===== src/logic/bsbt_pkg.sv =====
/*
  Shared constants and carrier types of the bulk-store block-transfer unit.
  Assumes a single processor clock and a synchronous active-high reset.
*/
package bsbt_pkg;
  localparam int WORD_W    = 60;
  localparam int BADDR_W   = 24;
  localparam int MADDR_W   = 18;
  localparam int CNT_W     = 18;
  localparam int SEXT_W    = 36;
  localparam int REC_LOG   = 3;
  localparam int BUF_DEPTH = 2;
  localparam int NSYNC     = 3;
  localparam logic [2:0] OP_BULK_READ  = 3'h3;
  localparam logic [2:0] REC_LAST_WORD = 3'h7;

  typedef enum logic [2:0] {
    BSBT_EXIT_NEXT, BSBT_EXIT_ERROR, BSBT_EXIT_RELOC, BSBT_EXIT_STOP, BSBT_EXIT_RESTART
  } bsbt_exit_kind_t;

  typedef enum logic [1:0] {S_IDLE, S_CHECK, S_EVAL, S_MOVE} bsbt_state_t;

  typedef struct packed {
    logic [2:0]         opcode;
    logic               upper_pos;
    logic               oor_stop;
    logic [CNT_W-1:0]   count_index_register;
    logic [CNT_W-1:0]   k_const;
    logic [BADDR_W-1:0] bulk_address_operand;
    logic [MADDR_W-1:0] memory_address_operand;
    logic [BADDR_W-1:0] bulk_reloc_base;
    logic [MADDR_W-1:0] memory_reloc_base;
    logic [BADDR_W-1:0] bulk_field_length;
    logic [MADDR_W-1:0] memory_field_length;
    logic [BADDR_W-1:0] bulk_installed;
    logic [MADDR_W-1:0] program_addr;
  } bsbt_start_t;

  typedef struct packed {
    bsbt_exit_kind_t    kind;
    logic [MADDR_W-1:0] addr;
    logic               lower_half;
    logic               exchange;
  } bsbt_exit_t;

  typedef struct packed {
    logic               write;
    logic [BADDR_W-1:0] addr;
    logic [WORD_W-1:0]  data;
  } bsbt_bulk_cmd_t;

  typedef struct packed {
    logic               write;
    logic [MADDR_W-1:0] addr;
    logic [WORD_W-1:0]  data;
  } bsbt_mem_cmd_t;

  typedef struct packed {
    logic [WORD_W-1:0] data;
    logic              parity_err;
  } bsbt_bulk_rsp_t;

  typedef struct packed {
    logic count_neg;
    logic mem_oor;
    logic bulk_oor;
    logic word7;
  } bsbt_fault_t;
endpackage


===== src/logic/bsbt_buf.sv =====
/*
  Two-entry word buffer with valid/ready on both sides.
  Assumes the drain side may stall; ready and valid come straight from flops.
*/
module bsbt_buf
  import bsbt_pkg::*;
#(
  parameter int W     = WORD_W,
  parameter int DEPTH = BUF_DEPTH
) (
  input  wire logic         clock,
  input  wire logic         srst,
  input  wire logic         ce,
  input  wire logic         in_valid,
  output logic              in_ready_r,
  input  wire logic [W-1:0] in_data,
  output logic              out_valid_r,
  input  wire logic         out_ready,
  output logic [W-1:0]      out_data
);
  localparam int AW = (DEPTH > 1) ? $clog2(DEPTH) : 1;
  localparam logic [AW-1:0] LAST = AW'(DEPTH - 1);
  localparam logic [AW:0]   FULL = (AW+1)'(DEPTH);

  logic [W-1:0]  mem_r [DEPTH];
  logic [AW-1:0] wr_ptr_r;
  logic [AW-1:0] rd_ptr_r;
  logic [AW:0]   cnt_r;
  logic [AW:0]   cnt_nxt;
  logic          push;
  logic          pop;

  assign push     = in_valid && in_ready_r;
  assign pop      = out_valid_r && out_ready;
  assign cnt_nxt  = cnt_r + {{AW{1'b0}}, push} - {{AW{1'b0}}, pop};
  assign out_data = mem_r[rd_ptr_r];

  for (genvar i = 0; i < DEPTH; i++) begin : g_entry
    always_ff @(posedge clock) begin
      if (ce && push && wr_ptr_r == AW'(i)) begin
        mem_r[i] <= in_data;
      end
    end
  end

  always_ff @(posedge clock) begin
    if (srst) begin
      wr_ptr_r    <= '0;
      rd_ptr_r    <= '0;
      cnt_r       <= '0;
      in_ready_r  <= 1'b1;
      out_valid_r <= 1'b0;
    end else if (ce) begin
      if (push) wr_ptr_r <= (wr_ptr_r == LAST) ? '0 : wr_ptr_r + 1'b1;
      if (pop) rd_ptr_r <= (rd_ptr_r == LAST) ? '0 : rd_ptr_r + 1'b1;
      cnt_r       <= cnt_nxt;
      in_ready_r  <= (cnt_nxt != FULL);
      out_valid_r <= (cnt_nxt != '0);
    end
  end
endmodule


===== src/logic/bsbt_core.sv =====
/*
  Bulk-store block-transfer unit: takes a read or write issue, checks the
  whole block, then streams words between the bulk store and central memory.
  Assumes both stores answer commands in order on the processor clock; the
  three status pins are asynchronous and are synchronised here.
*/
// Function
// - wrong slot or no store: exit reloc base
// - read: bulk to memory, relocated starts
// - write: memory to bulk, same starts
// - negative word count is a range fault
// - fault: stop if policy set, else P+1
// - memory limit must exceed operand plus count
// - bulk limit minus end non-negative faults
// - word 7 at bulk limit faults
// - all checks before moving; fault moves nothing
// - error exit goes to lower half
// - parity error: finish block, then error exit
// - bank unavailable: immediate error exit
// - write to missing address: immediate error
// - read of missing address writes zeros
// - exchange waits for current record end
// - clean block end: P+1 then exchange
// - errored block end: lower half, exchange
// - unfinished block: save P, restart later
module bsbt_core
  import bsbt_pkg::*;
(
  input  wire logic          clock,
  input  wire logic          srst,
  input  wire logic          ce,
  input  wire logic          start_valid,
  input  bsbt_start_t        start,
  output logic               busy_r,
  input  wire logic          bulk_fitted,
  input  wire logic          bank_unavail,
  input  wire logic          xchg_req,
  output logic               done_r,
  output bsbt_exit_t         exit_r,
  output logic               bulk_cmd_valid_r,
  output bsbt_bulk_cmd_t     bulk_cmd_r,
  input  wire logic          bulk_cmd_ready,
  input  wire logic          bulk_rsp_valid,
  input  bsbt_bulk_rsp_t     bulk_rsp,
  output logic               bulk_rsp_ready,
  output logic               mem_cmd_valid_r,
  output bsbt_mem_cmd_t      mem_cmd_r,
  input  wire logic          mem_cmd_ready,
  input  wire logic          mem_rsp_valid,
  input  wire logic [WORD_W-1:0] mem_rsp,
  output logic               mem_rsp_ready
);
  logic [NSYNC-1:0]   pin_in;
  logic [NSYNC-1:0]   pin_meta_r;
  logic [NSYNC-1:0]   pin_sync_r;
  bsbt_state_t        state_r;
  bsbt_start_t        op_r;
  bsbt_fault_t        fault_r;
  logic [CNT_W-1:0]   cnt_r;
  logic [CNT_W-1:0]   issued_r;
  logic [CNT_W-1:0]   moved_r;
  logic [BADDR_W-1:0] src_addr_r;
  logic [BADDR_W-1:0] dst_addr_r;
  logic [BADDR_W-1:0] rsp_addr_r;
  logic               err_r;
  logic               xpend_r;
  logic               fitted_s;
  logic               unavail_s;
  logic               xchg_s;
  logic               is_rd;
  logic               in_move;
  logic [CNT_W-1:0]   cnt_sum;
  logic [BADDR_W-1:0] bulk_start;
  logic [MADDR_W-1:0] mem_start;
  logic [BADDR_W-1:0] mem_start_ext;
  logic [BADDR_W:0]   bulk_end;
  logic               write_nonexist;
  logic               any_fault;
  logic               eval_go;
  logic               stop_issue;
  logic               src_v;
  logic               src_rdy;
  logic               src_load;
  logic               dst_v;
  logic               dst_rdy;
  logic               dst_fire;
  logic               dst_load;
  logic               bulk_load;
  logic               bulk_fire;
  logic               mem_load;
  logic               mem_fire;
  logic               buf_in_valid;
  logic               buf_in_ready_r;
  logic [WORD_W-1:0]  buf_in_data;
  logic               buf_out_valid_r;
  logic [WORD_W-1:0]  buf_out_data;
  logic               push;
  logic               rsp_hole;
  logic               rsp_parity;
  logic               block_end;
  logic               finish;
  bsbt_exit_kind_t    eval_kind;
  bsbt_exit_kind_t    end_kind;
  bsbt_exit_kind_t    done_kind;
  bsbt_exit_t         exit_nxt;
  bsbt_bulk_cmd_t     bulk_cmd_nxt;
  bsbt_mem_cmd_t      mem_cmd_nxt;

  // status pins come from another domain
  assign pin_in = {xchg_req, bank_unavail, bulk_fitted};
  for (genvar i = 0; i < NSYNC; i++) begin : g_sync
    always_ff @(posedge clock) begin
      if (srst) begin
        pin_meta_r[i] <= 1'b0;
        pin_sync_r[i] <= 1'b0;
      end else if (ce) begin
        pin_meta_r[i] <= pin_in[i];
        pin_sync_r[i] <= pin_meta_r[i];
      end
    end
  end
  assign fitted_s  = pin_sync_r[0];
  assign unavail_s = pin_sync_r[1];
  assign xchg_s    = pin_sync_r[2];

  bsbt_range_check u_check (
    .clock   (clock),
    .srst    (srst),
    .ce      (ce),
    .op      (op_r),
    .fault_r (fault_r)
  );

  assign is_rd   = (op_r.opcode == OP_BULK_READ);
  assign in_move = (state_r == S_MOVE);
  assign cnt_sum = op_r.count_index_register + op_r.k_const;
  assign bulk_start    = op_r.bulk_address_operand + op_r.bulk_reloc_base;
  assign mem_start     = op_r.memory_address_operand + op_r.memory_reloc_base;
  assign mem_start_ext = {{(BADDR_W-MADDR_W){1'b0}}, mem_start};
  assign bulk_end       = {1'b0, bulk_start} + {{(BADDR_W+1-CNT_W){1'b0}}, cnt_sum};
  assign write_nonexist = bulk_end > {1'b0, op_r.bulk_installed};
  assign any_fault      = |fault_r;

  // every check decided before any command
  assign eval_go = op_r.upper_pos && fitted_s && !any_fault && !unavail_s
                && !(!is_rd && write_nonexist);
  assign eval_kind = (!op_r.upper_pos || !fitted_s) ? BSBT_EXIT_RELOC
                   // policy bit picks stop or skip
                   : any_fault ? (op_r.oor_stop ? BSBT_EXIT_STOP : BSBT_EXIT_NEXT)
                   : unavail_s ? BSBT_EXIT_ERROR
                   : BSBT_EXIT_ERROR;

  // stop issuing at the record boundary
  assign stop_issue = xpend_r && (issued_r[REC_LOG-1:0] == '0);

  assign src_v   = is_rd ? bulk_cmd_valid_r : mem_cmd_valid_r;
  assign src_rdy = is_rd ? bulk_cmd_ready : mem_cmd_ready;
  assign dst_v   = is_rd ? mem_cmd_valid_r : bulk_cmd_valid_r;
  assign dst_rdy = is_rd ? mem_cmd_ready : bulk_cmd_ready;
  assign dst_fire = dst_v && dst_rdy;
  assign src_load = in_move && (!src_v || (src_v && src_rdy)) && (issued_r != cnt_r)
                 && !stop_issue;
  assign dst_load = (!dst_v || dst_fire) && buf_out_valid_r;
  assign bulk_load = is_rd ? src_load : dst_load;
  assign mem_load  = is_rd ? dst_load : src_load;
  assign bulk_fire = bulk_cmd_valid_r && bulk_cmd_ready;
  assign mem_fire  = mem_cmd_valid_r && mem_cmd_ready;

  assign bulk_cmd_nxt.write = !is_rd;
  assign bulk_cmd_nxt.addr  = is_rd ? src_addr_r : dst_addr_r;
  assign bulk_cmd_nxt.data  = buf_out_data;
  assign mem_cmd_nxt.write  = is_rd;
  assign mem_cmd_nxt.addr   = is_rd ? dst_addr_r[MADDR_W-1:0] : src_addr_r[MADDR_W-1:0];
  assign mem_cmd_nxt.data   = buf_out_data;

  // responses only land while a block is moving
  assign buf_in_valid = in_move && (is_rd ? bulk_rsp_valid : mem_rsp_valid);
  // words past the installed store read as zero
  assign rsp_hole     = is_rd && (rsp_addr_r >= op_r.bulk_installed);
  assign rsp_parity   = is_rd && bulk_rsp.parity_err;
  assign buf_in_data  = rsp_hole ? '0 : (is_rd ? bulk_rsp.data : mem_rsp);
  assign push         = buf_in_valid && buf_in_ready_r;
  assign bulk_rsp_ready = buf_in_ready_r;
  assign mem_rsp_ready  = buf_in_ready_r;

  bsbt_buf u_buf (
    .clock       (clock),
    .srst        (srst),
    .ce          (ce),
    .in_valid    (buf_in_valid),
    .in_ready_r  (buf_in_ready_r),
    .in_data     (buf_in_data),
    .out_valid_r (buf_out_valid_r),
    .out_ready   (dst_load),
    .out_data    (buf_out_data)
  );

  // block ends only after every issued word lands
  assign block_end = in_move && (moved_r == issued_r) && ((issued_r == cnt_r) || stop_issue);
  // short block restarts from the instruction
  assign end_kind  = (moved_r != cnt_r) ? BSBT_EXIT_RESTART
                   // errored end takes the lower half
                   : err_r ? BSBT_EXIT_ERROR : BSBT_EXIT_NEXT;
  assign done_kind = in_move ? end_kind : eval_kind;
  assign finish    = ((state_r == S_EVAL) && !eval_go) || block_end;

  assign exit_nxt.kind = done_kind;
  assign exit_nxt.addr = (done_kind == BSBT_EXIT_RELOC) ? op_r.memory_reloc_base
                       : (done_kind == BSBT_EXIT_NEXT) ? op_r.program_addr + 1'b1
                       : op_r.program_addr;
  // error exit runs the lower 30-bit half
  assign exit_nxt.lower_half = (done_kind == BSBT_EXIT_ERROR);
  assign exit_nxt.exchange   = in_move && (xpend_r || xchg_s);

  always_ff @(posedge clock) begin
    if (srst) begin
      state_r <= S_IDLE;
      busy_r  <= 1'b0;
      done_r  <= 1'b0;
      exit_r  <= '0;
      op_r    <= '0;
    end else if (ce) begin
      done_r <= finish;
      if (finish) exit_r <= exit_nxt;
      unique case (state_r)
        S_IDLE: begin
          if (start_valid) begin
            op_r    <= start;
            busy_r  <= 1'b1;
            state_r <= S_CHECK;
          end
        end
        S_CHECK: state_r <= S_EVAL;
        S_EVAL: begin
          state_r <= eval_go ? S_MOVE : S_IDLE;
          busy_r  <= eval_go;
        end
        S_MOVE: begin
          if (block_end) begin
            state_r <= S_IDLE;
            busy_r  <= 1'b0;
          end
        end
      endcase
    end
  end

  always_ff @(posedge clock) begin
    if (srst) begin
      cnt_r      <= '0;
      issued_r   <= '0;
      moved_r    <= '0;
      src_addr_r <= '0;
      dst_addr_r <= '0;
      rsp_addr_r <= '0;
    end else if (ce) begin
      if (state_r == S_EVAL) begin
        cnt_r      <= cnt_sum;
        issued_r   <= '0;
        moved_r    <= '0;
        src_addr_r <= is_rd ? bulk_start : mem_start_ext;
        dst_addr_r <= is_rd ? mem_start_ext : bulk_start;
        rsp_addr_r <= bulk_start;
      end else begin
        if (src_load) src_addr_r <= src_addr_r + 1'b1;
        if (src_load) issued_r <= issued_r + 1'b1;
        if (dst_load) dst_addr_r <= dst_addr_r + 1'b1;
        if (push) rsp_addr_r <= rsp_addr_r + 1'b1;
        if (dst_fire) moved_r <= moved_r + 1'b1;
      end
    end
  end

  always_ff @(posedge clock) begin
    if (srst) begin
      err_r   <= 1'b0;
      xpend_r <= 1'b0;
    end else if (ce) begin
      // parity or hole marks the block, transfer goes on
      if (push && (rsp_parity || rsp_hole)) err_r <= 1'b1;
      else if (state_r == S_EVAL) err_r <= 1'b0;
      // a request arriving mid-transfer stays pending until idle
      if (in_move && xchg_s) xpend_r <= 1'b1;
      else if (state_r == S_IDLE) xpend_r <= 1'b0;
    end
  end

  always_ff @(posedge clock) begin
    if (srst) begin
      bulk_cmd_valid_r <= 1'b0;
      mem_cmd_valid_r  <= 1'b0;
      bulk_cmd_r       <= '0;
      mem_cmd_r        <= '0;
    end else if (ce) begin
      if (bulk_load) bulk_cmd_valid_r <= 1'b1;
      else if (bulk_fire) bulk_cmd_valid_r <= 1'b0;
      if (bulk_load) bulk_cmd_r <= bulk_cmd_nxt;
      if (mem_load) mem_cmd_valid_r <= 1'b1;
      else if (mem_fire) mem_cmd_valid_r <= 1'b0;
      if (mem_load) mem_cmd_r <= mem_cmd_nxt;
    end
  end

  logic [BADDR_W-1:0] rd_addr_exp;
  logic [MADDR_W-1:0] wr_addr_exp;
  assign rd_addr_exp = bulk_start + {{(BADDR_W-CNT_W){1'b0}}, issued_r} - 1'b1;
  assign wr_addr_exp = mem_start + issued_r - 1'b1;
endmodule


===== src/logic/bsbt_range_check.sv =====
/*
  Range checker: word count sign, memory and bulk field limits, word-7 probe.
  Assumes its operand struct is stable for the cycle before the result is read.
*/
module bsbt_range_check
  import bsbt_pkg::*;
(
  input  wire logic  clock,
  input  wire logic  srst,
  input  wire logic  ce,
  input  bsbt_start_t op,
  output bsbt_fault_t fault_r
);
  logic [CNT_W-1:0]   count;
  logic [MADDR_W:0]   mem_end;
  logic [WORD_W-1:0]  bulk_end;
  logic [WORD_W-1:0]  bulk_diff;
  logic [BADDR_W:0]   w7_addr;
  logic [BADDR_W:0]   x0_ext;
  logic [BADDR_W:0]   x0_end;
  bsbt_fault_t        fault_nxt;

  assign count   = op.count_index_register + op.k_const;
  assign mem_end = {1'b0, op.memory_address_operand} + {1'b0, count};
  assign bulk_end = {{(WORD_W-BADDR_W){1'b0}}, op.bulk_address_operand}
                  + {{(WORD_W-CNT_W){1'b0}}, count};
  assign bulk_diff = {{SEXT_W{op.bulk_field_length[BADDR_W-1]}}, op.bulk_field_length}
                   - bulk_end;
  assign w7_addr = {1'b0, op.bulk_field_length[BADDR_W-1:REC_LOG], REC_LAST_WORD};
  assign x0_ext  = {1'b0, op.bulk_address_operand};
  assign x0_end  = x0_ext + {{(BADDR_W+1-CNT_W){1'b0}}, count};

  assign fault_nxt.count_neg = count[CNT_W-1];
  assign fault_nxt.mem_oor   = !({1'b0, op.memory_field_length} > mem_end);
  assign fault_nxt.bulk_oor  = !bulk_diff[WORD_W-1];
  assign fault_nxt.word7     = (x0_ext <= w7_addr) && (w7_addr < x0_end);

  always_ff @(posedge clock) begin
    if (srst) begin
      fault_r <= '0;
    end else if (ce) begin
      fault_r <= fault_nxt;
    end
  end
endmodule


===== config.mk =====
export PLATFORM = sky130hd
export DESIGN_NAME = bsbt_core
export DESIGN_NICKNAME = d
export VERILOG_FILES = /design/src/logic/bsbt_pkg.sv /design/src/logic/bsbt_buf.sv /design/src/logic/bsbt_core.sv /design/src/logic/bsbt_range_check.sv
export SDC_FILE = /design/constraint.sdc
export NUM_CORES = 2
export LEC_CHECK = 0
export ABC_AREA = 0
export BUFFER_PORTS_ARGS = -buffer_cell sky130_fd_sc_hd__buf_4
export CORE_MARGIN = 4
export CORE_UTILIZATION = 40
export CTS_BUF_LIST = sky130_fd_sc_hd__clkbuf_4
export CTS_CLUSTER_SIZE = 40
export DETAILED_ROUTE_END_ITERATION = 10
export GPL_ROUTABILITY_DRIVEN = 0
export SYNTH_ARGS = -nofsm -noshare
export SYNTH_HDL_FRONTEND = slang
export SYNTH_SLANG_ARGS = --single-unit

===== constraint.sdc =====
create_clock -name clock -period 6.2 [get_ports clock]
set_input_delay 0.31 -clock clock [delete_from_list [all_inputs] [get_ports clock]]
set_output_delay 0.31 -clock clock [all_outputs]
set_load 0.01 [all_outputs]

==> metrics.log <==
[metrics] worst min-delay path category: input pin to flip-flop
[metrics] clock tree from TritonCTS: done
[metrics] top cells by area, synth: dfxtp_1 31%, edfxtp_1 10%, ha_1 8.0%
[metrics] per-cell via count in the routed design: 5.41
[metrics] initial antenna violation count: 5
[metrics] grt ovf: 0
[metrics] Die Span X: 307 um
[metrics] Top-Level Pins: 534
[metrics] Max Fanout on Critical Path: 6
[metrics] synth-to-layout area growth: 41.9%
[metrics] kind of cell with the highest combined delay on the critical path: compound AO/OA/AOI/OAI gates
[metrics] highest attainable clock frequency: 155 MHz
[metrics] Final Max Slew Viols: 0
[metrics] vias in the first global route: 36.0k
[metrics] worst IR drop on VDD: 161 uV
[metrics] CP arrival: 7.48 ns
[metrics] share of the synthesized area in the top cell type: 0.307
[metrics] capturing element type of the critical path: flip-flop
[metrics] Synth Register Bits: 667
[metrics] Cell Rows: 109
[metrics] power density normalized to cell area: 223 nW/um^2
[metrics] count of port buffers added during placement: 533
[metrics] CP peak stage delay: 0.51 ns
[metrics] Post-synth ARST share: 0
[metrics] most numerous cell in the Yosys netlist: nand2_1
[metrics] Post-Syn Area per Cell: 8.21 um^2
[metrics] detailed router's first-iteration violation count: 3,177
[metrics] H-tree levels: 4
[metrics] cell count along the critical path: 29
[metrics] fraction of the core area covered by cells at the end of the flow: 0.572
[metrics] critical path start-end classification: flip-flop to flip-flop
[metrics] Clock transition at path regs: 0.07 ns
[metrics] largest area contributor in the synthesized netlist: dfxtp_1
[metrics] shortest clock period the worst path allows after layout: 6.45 ns
[metrics] Root Buffer Master: clkbuf_4
[metrics] TritonCTS buffer count: 181
[metrics] violated checks: setup timing
[metrics] largest net degree at the start of global routing: 210
[metrics] cell depth of the worst hold path: 4
[metrics] post-synthesis simple-gate area fraction: 0.202
[metrics] sequential cell area fraction in the yosys report: 0.408
[metrics] total setup violations reported at the end of the flow: 27
[metrics] post-synthesis share of cell area spent on full adders, half adders and majority gates: 0.0846
[metrics] post-detailed-route DRC marker count: 0
[metrics] Worst Clk Skew: 0.0945 ns
[metrics] CP max stage cell: a221oi_4
[metrics] Post-DRT Antenna Nets: 0
[metrics] Net Count, Synth: 4,923
[metrics] DR vias: 37.3k
[metrics] max_cap viols: 0
[metrics] mean routed wirelength per cell: 19.9 um
[metrics] Bufs on Longest Clock Path: 3
[metrics] total leakage power: 20.8 nW
[metrics] fraction of layout instances using a drive strength above 1: 0.211
[metrics] placeable core region: 88,500 um^2
[metrics] fraction of synthesized cell area in xor and xnor cells: 0.0519
[metrics] Final Hold Viols: 0
[metrics] Final nets: 6,155
[metrics] count of yosys warnings during synthesis: 0
[metrics] latest clock arrival within the worst-skew pair: 1.10 ns
[metrics] sink count of the clock tree: 667
[metrics] starting density of the core: 0.403
[metrics] run status: finished with violations
[metrics] Initial DRT Pass Iterations: 8
[metrics] setup repair after global routing missed its margin: true
[metrics] placed wire-length estimate after detailed placement: 94.9 mm
[metrics] Vert. Die Dim: 307 um
[metrics] period utilisation layout: 1.04
[metrics] share of cell area taken by muxes after synthesis: 0.0207
[metrics] post-synthesis cell area: 35,700 um^2
[metrics] ranking of synthesized cells by instance count: 733 x nand2_1, 547 x dfxtp_1, 503 x nor2_1
[metrics] worst-case setup margin in the final layout: -0.252 ns
[metrics] r2r worst-path depth: 29
[metrics] count of distinct cell types in the synthesized netlist: 78
[metrics] global-route wire length before repair: 208 mm
[metrics] total length of routed wires: 137 mm
[metrics] Least-Margin Pin Slew: 1.33 ns
[metrics] number of flops mapped to enable cells by yosys: 120
[metrics] Mapped Cells: 4,349
[metrics] Tot GR Track Use: 0.282
[metrics] post-synthesis compound-gate area fraction: 0.192
[metrics] full die area: 94,100 um^2
[metrics] CP startpoint kind: flip-flop
[metrics] data required time of the worst path: 7.23 ns
[metrics] final-layout worst hold slack: 0.110 ns
[metrics] dominant combinational cell family by area after synthesis: simple AND/OR/NAND/NOR gates
[metrics] normalized max-slew margin: 0.116
[metrics] total buffers and inverters traversed by the critical path: 4
[metrics] Synth Flop Type: dfxtp_1
[metrics by stage]
stage	setup TNS (ns)	setup slack (ns)	instances	power (mW)	cell area, um^2
floorplan	0	0.0123	4349	5.92	35700
global placement	-21.35	-1.00	5988	6.82	41900
detailed placement	-24.98	-1.14	5988	6.84	41900
CTS	-0.110	-0.0206	6876	11.3	50100
global route	-10.08	-0.429	6895	11.8	50700
finish	-4.43	-0.252	6896	11.3	50700
[cells by family after synthesis]
logic type      after synthesis
flops                       667
buf+inv                     387
xor+xnor                    210
compound gates             1094
fa+ha+maj                   239
simple gates               1678
mux                          74
[cell type report]
type / count / area, um^2
Antenna cell: 8 / 20.0
Clock buffer: 287 / 2150
Clock inverter: 38 / 235
Fill cell: 7924 / 37800
Inverter: 119 / 447
Multi-Input combinational cell: 3295 / 20400
Sequential cell: 667 / 14600
Tap cell: 1165 / 1460
Timing Repair Buffer: 1317 / 11400
[metal layers]
layer	up-vias	share of wire	global-route usage
li1	17900	-	-
met1	17600	0.42	0.363
met2	1512	0.47	0.467
met3	281	0.076	0.0579
met4	0	0.037	0.111
met5	-	0	0
[path summary, 6_finish.rpt]
path                                    start                      end  slack (ns)
hold / removal                     start[106]   op_r[106]$_SDFFE_PP0P_        0.11
setup / recovery       op_r[144]$_SDFFE_PP0P_  exit_r[21]$_SDFFE_PP0P_       -0.25
hold reg to reg   u_buf.rd_ptr_r$_SDFFE_PP0P_                flip-flop        0.45
setup reg to reg       op_r[144]$_SDFFE_PP0P_  exit_r[21]$_SDFFE_PP0P_       -0.25
[sequential cells by signal, indices dropped and copies added, names as in the netlist, 2 cells and up, named ones only]
register	cells
op_r	209
u_buf.mem_r	120
bulk_cmd_r	85
mem_cmd_r	79
dst_addr_r	24
rsp_addr_r	24
src_addr_r	24
exit_r	23
cnt_r	18
issued_r	18
moved_r	18
u_check.fault_r	4
pin_meta_r	3
state_r	2
u_buf.cnt_r	2
[layout by cell type, fill, tap and decap left out, types with 76 or more instances in the layout]
master / count
nor3_1: 120
clkbuf_4: 287
o21ai_0: 164
dlygate4sd3_1: 547
ha_1: 217
buf_4: 756
xor2_1: 102
nand2_1: 729
inv_1: 117
dfxtp_1: 543
edfxtp_1: 120
xnor2_1: 94
a211oi_1: 152
a21oi_1: 420
nor2_1: 494
nand3_1: 76
[tightest hold or removal path, delay by kind of cell]
family / cells / cell delay (ns)
simple gates: 1 / 0.06
buf+inv: 2 / 0.62
compound gates: 1 / 0.12
[where the power goes]
group	leakage [nW]	internal [mW]	switching (mW)	total, mW
clock	1.44	2.15	1.96	4.11
sequential	5.51	4.58	0.154	4.73
combinational	13.8	1.16	1.29	2.44
[what timing repair did]
action | CTS | global route
setup endpoints to repair | 27 | 29
hold endpoints to repair | 403 | 0
gates cloned | 2 | 0
hold buffers | 547 | 0
setup buffers | 14 | 13
pin swaps | 30 | 68
resized for setup | 47 | 103
No activity file was read; power rests on OpenSTA's default activity.
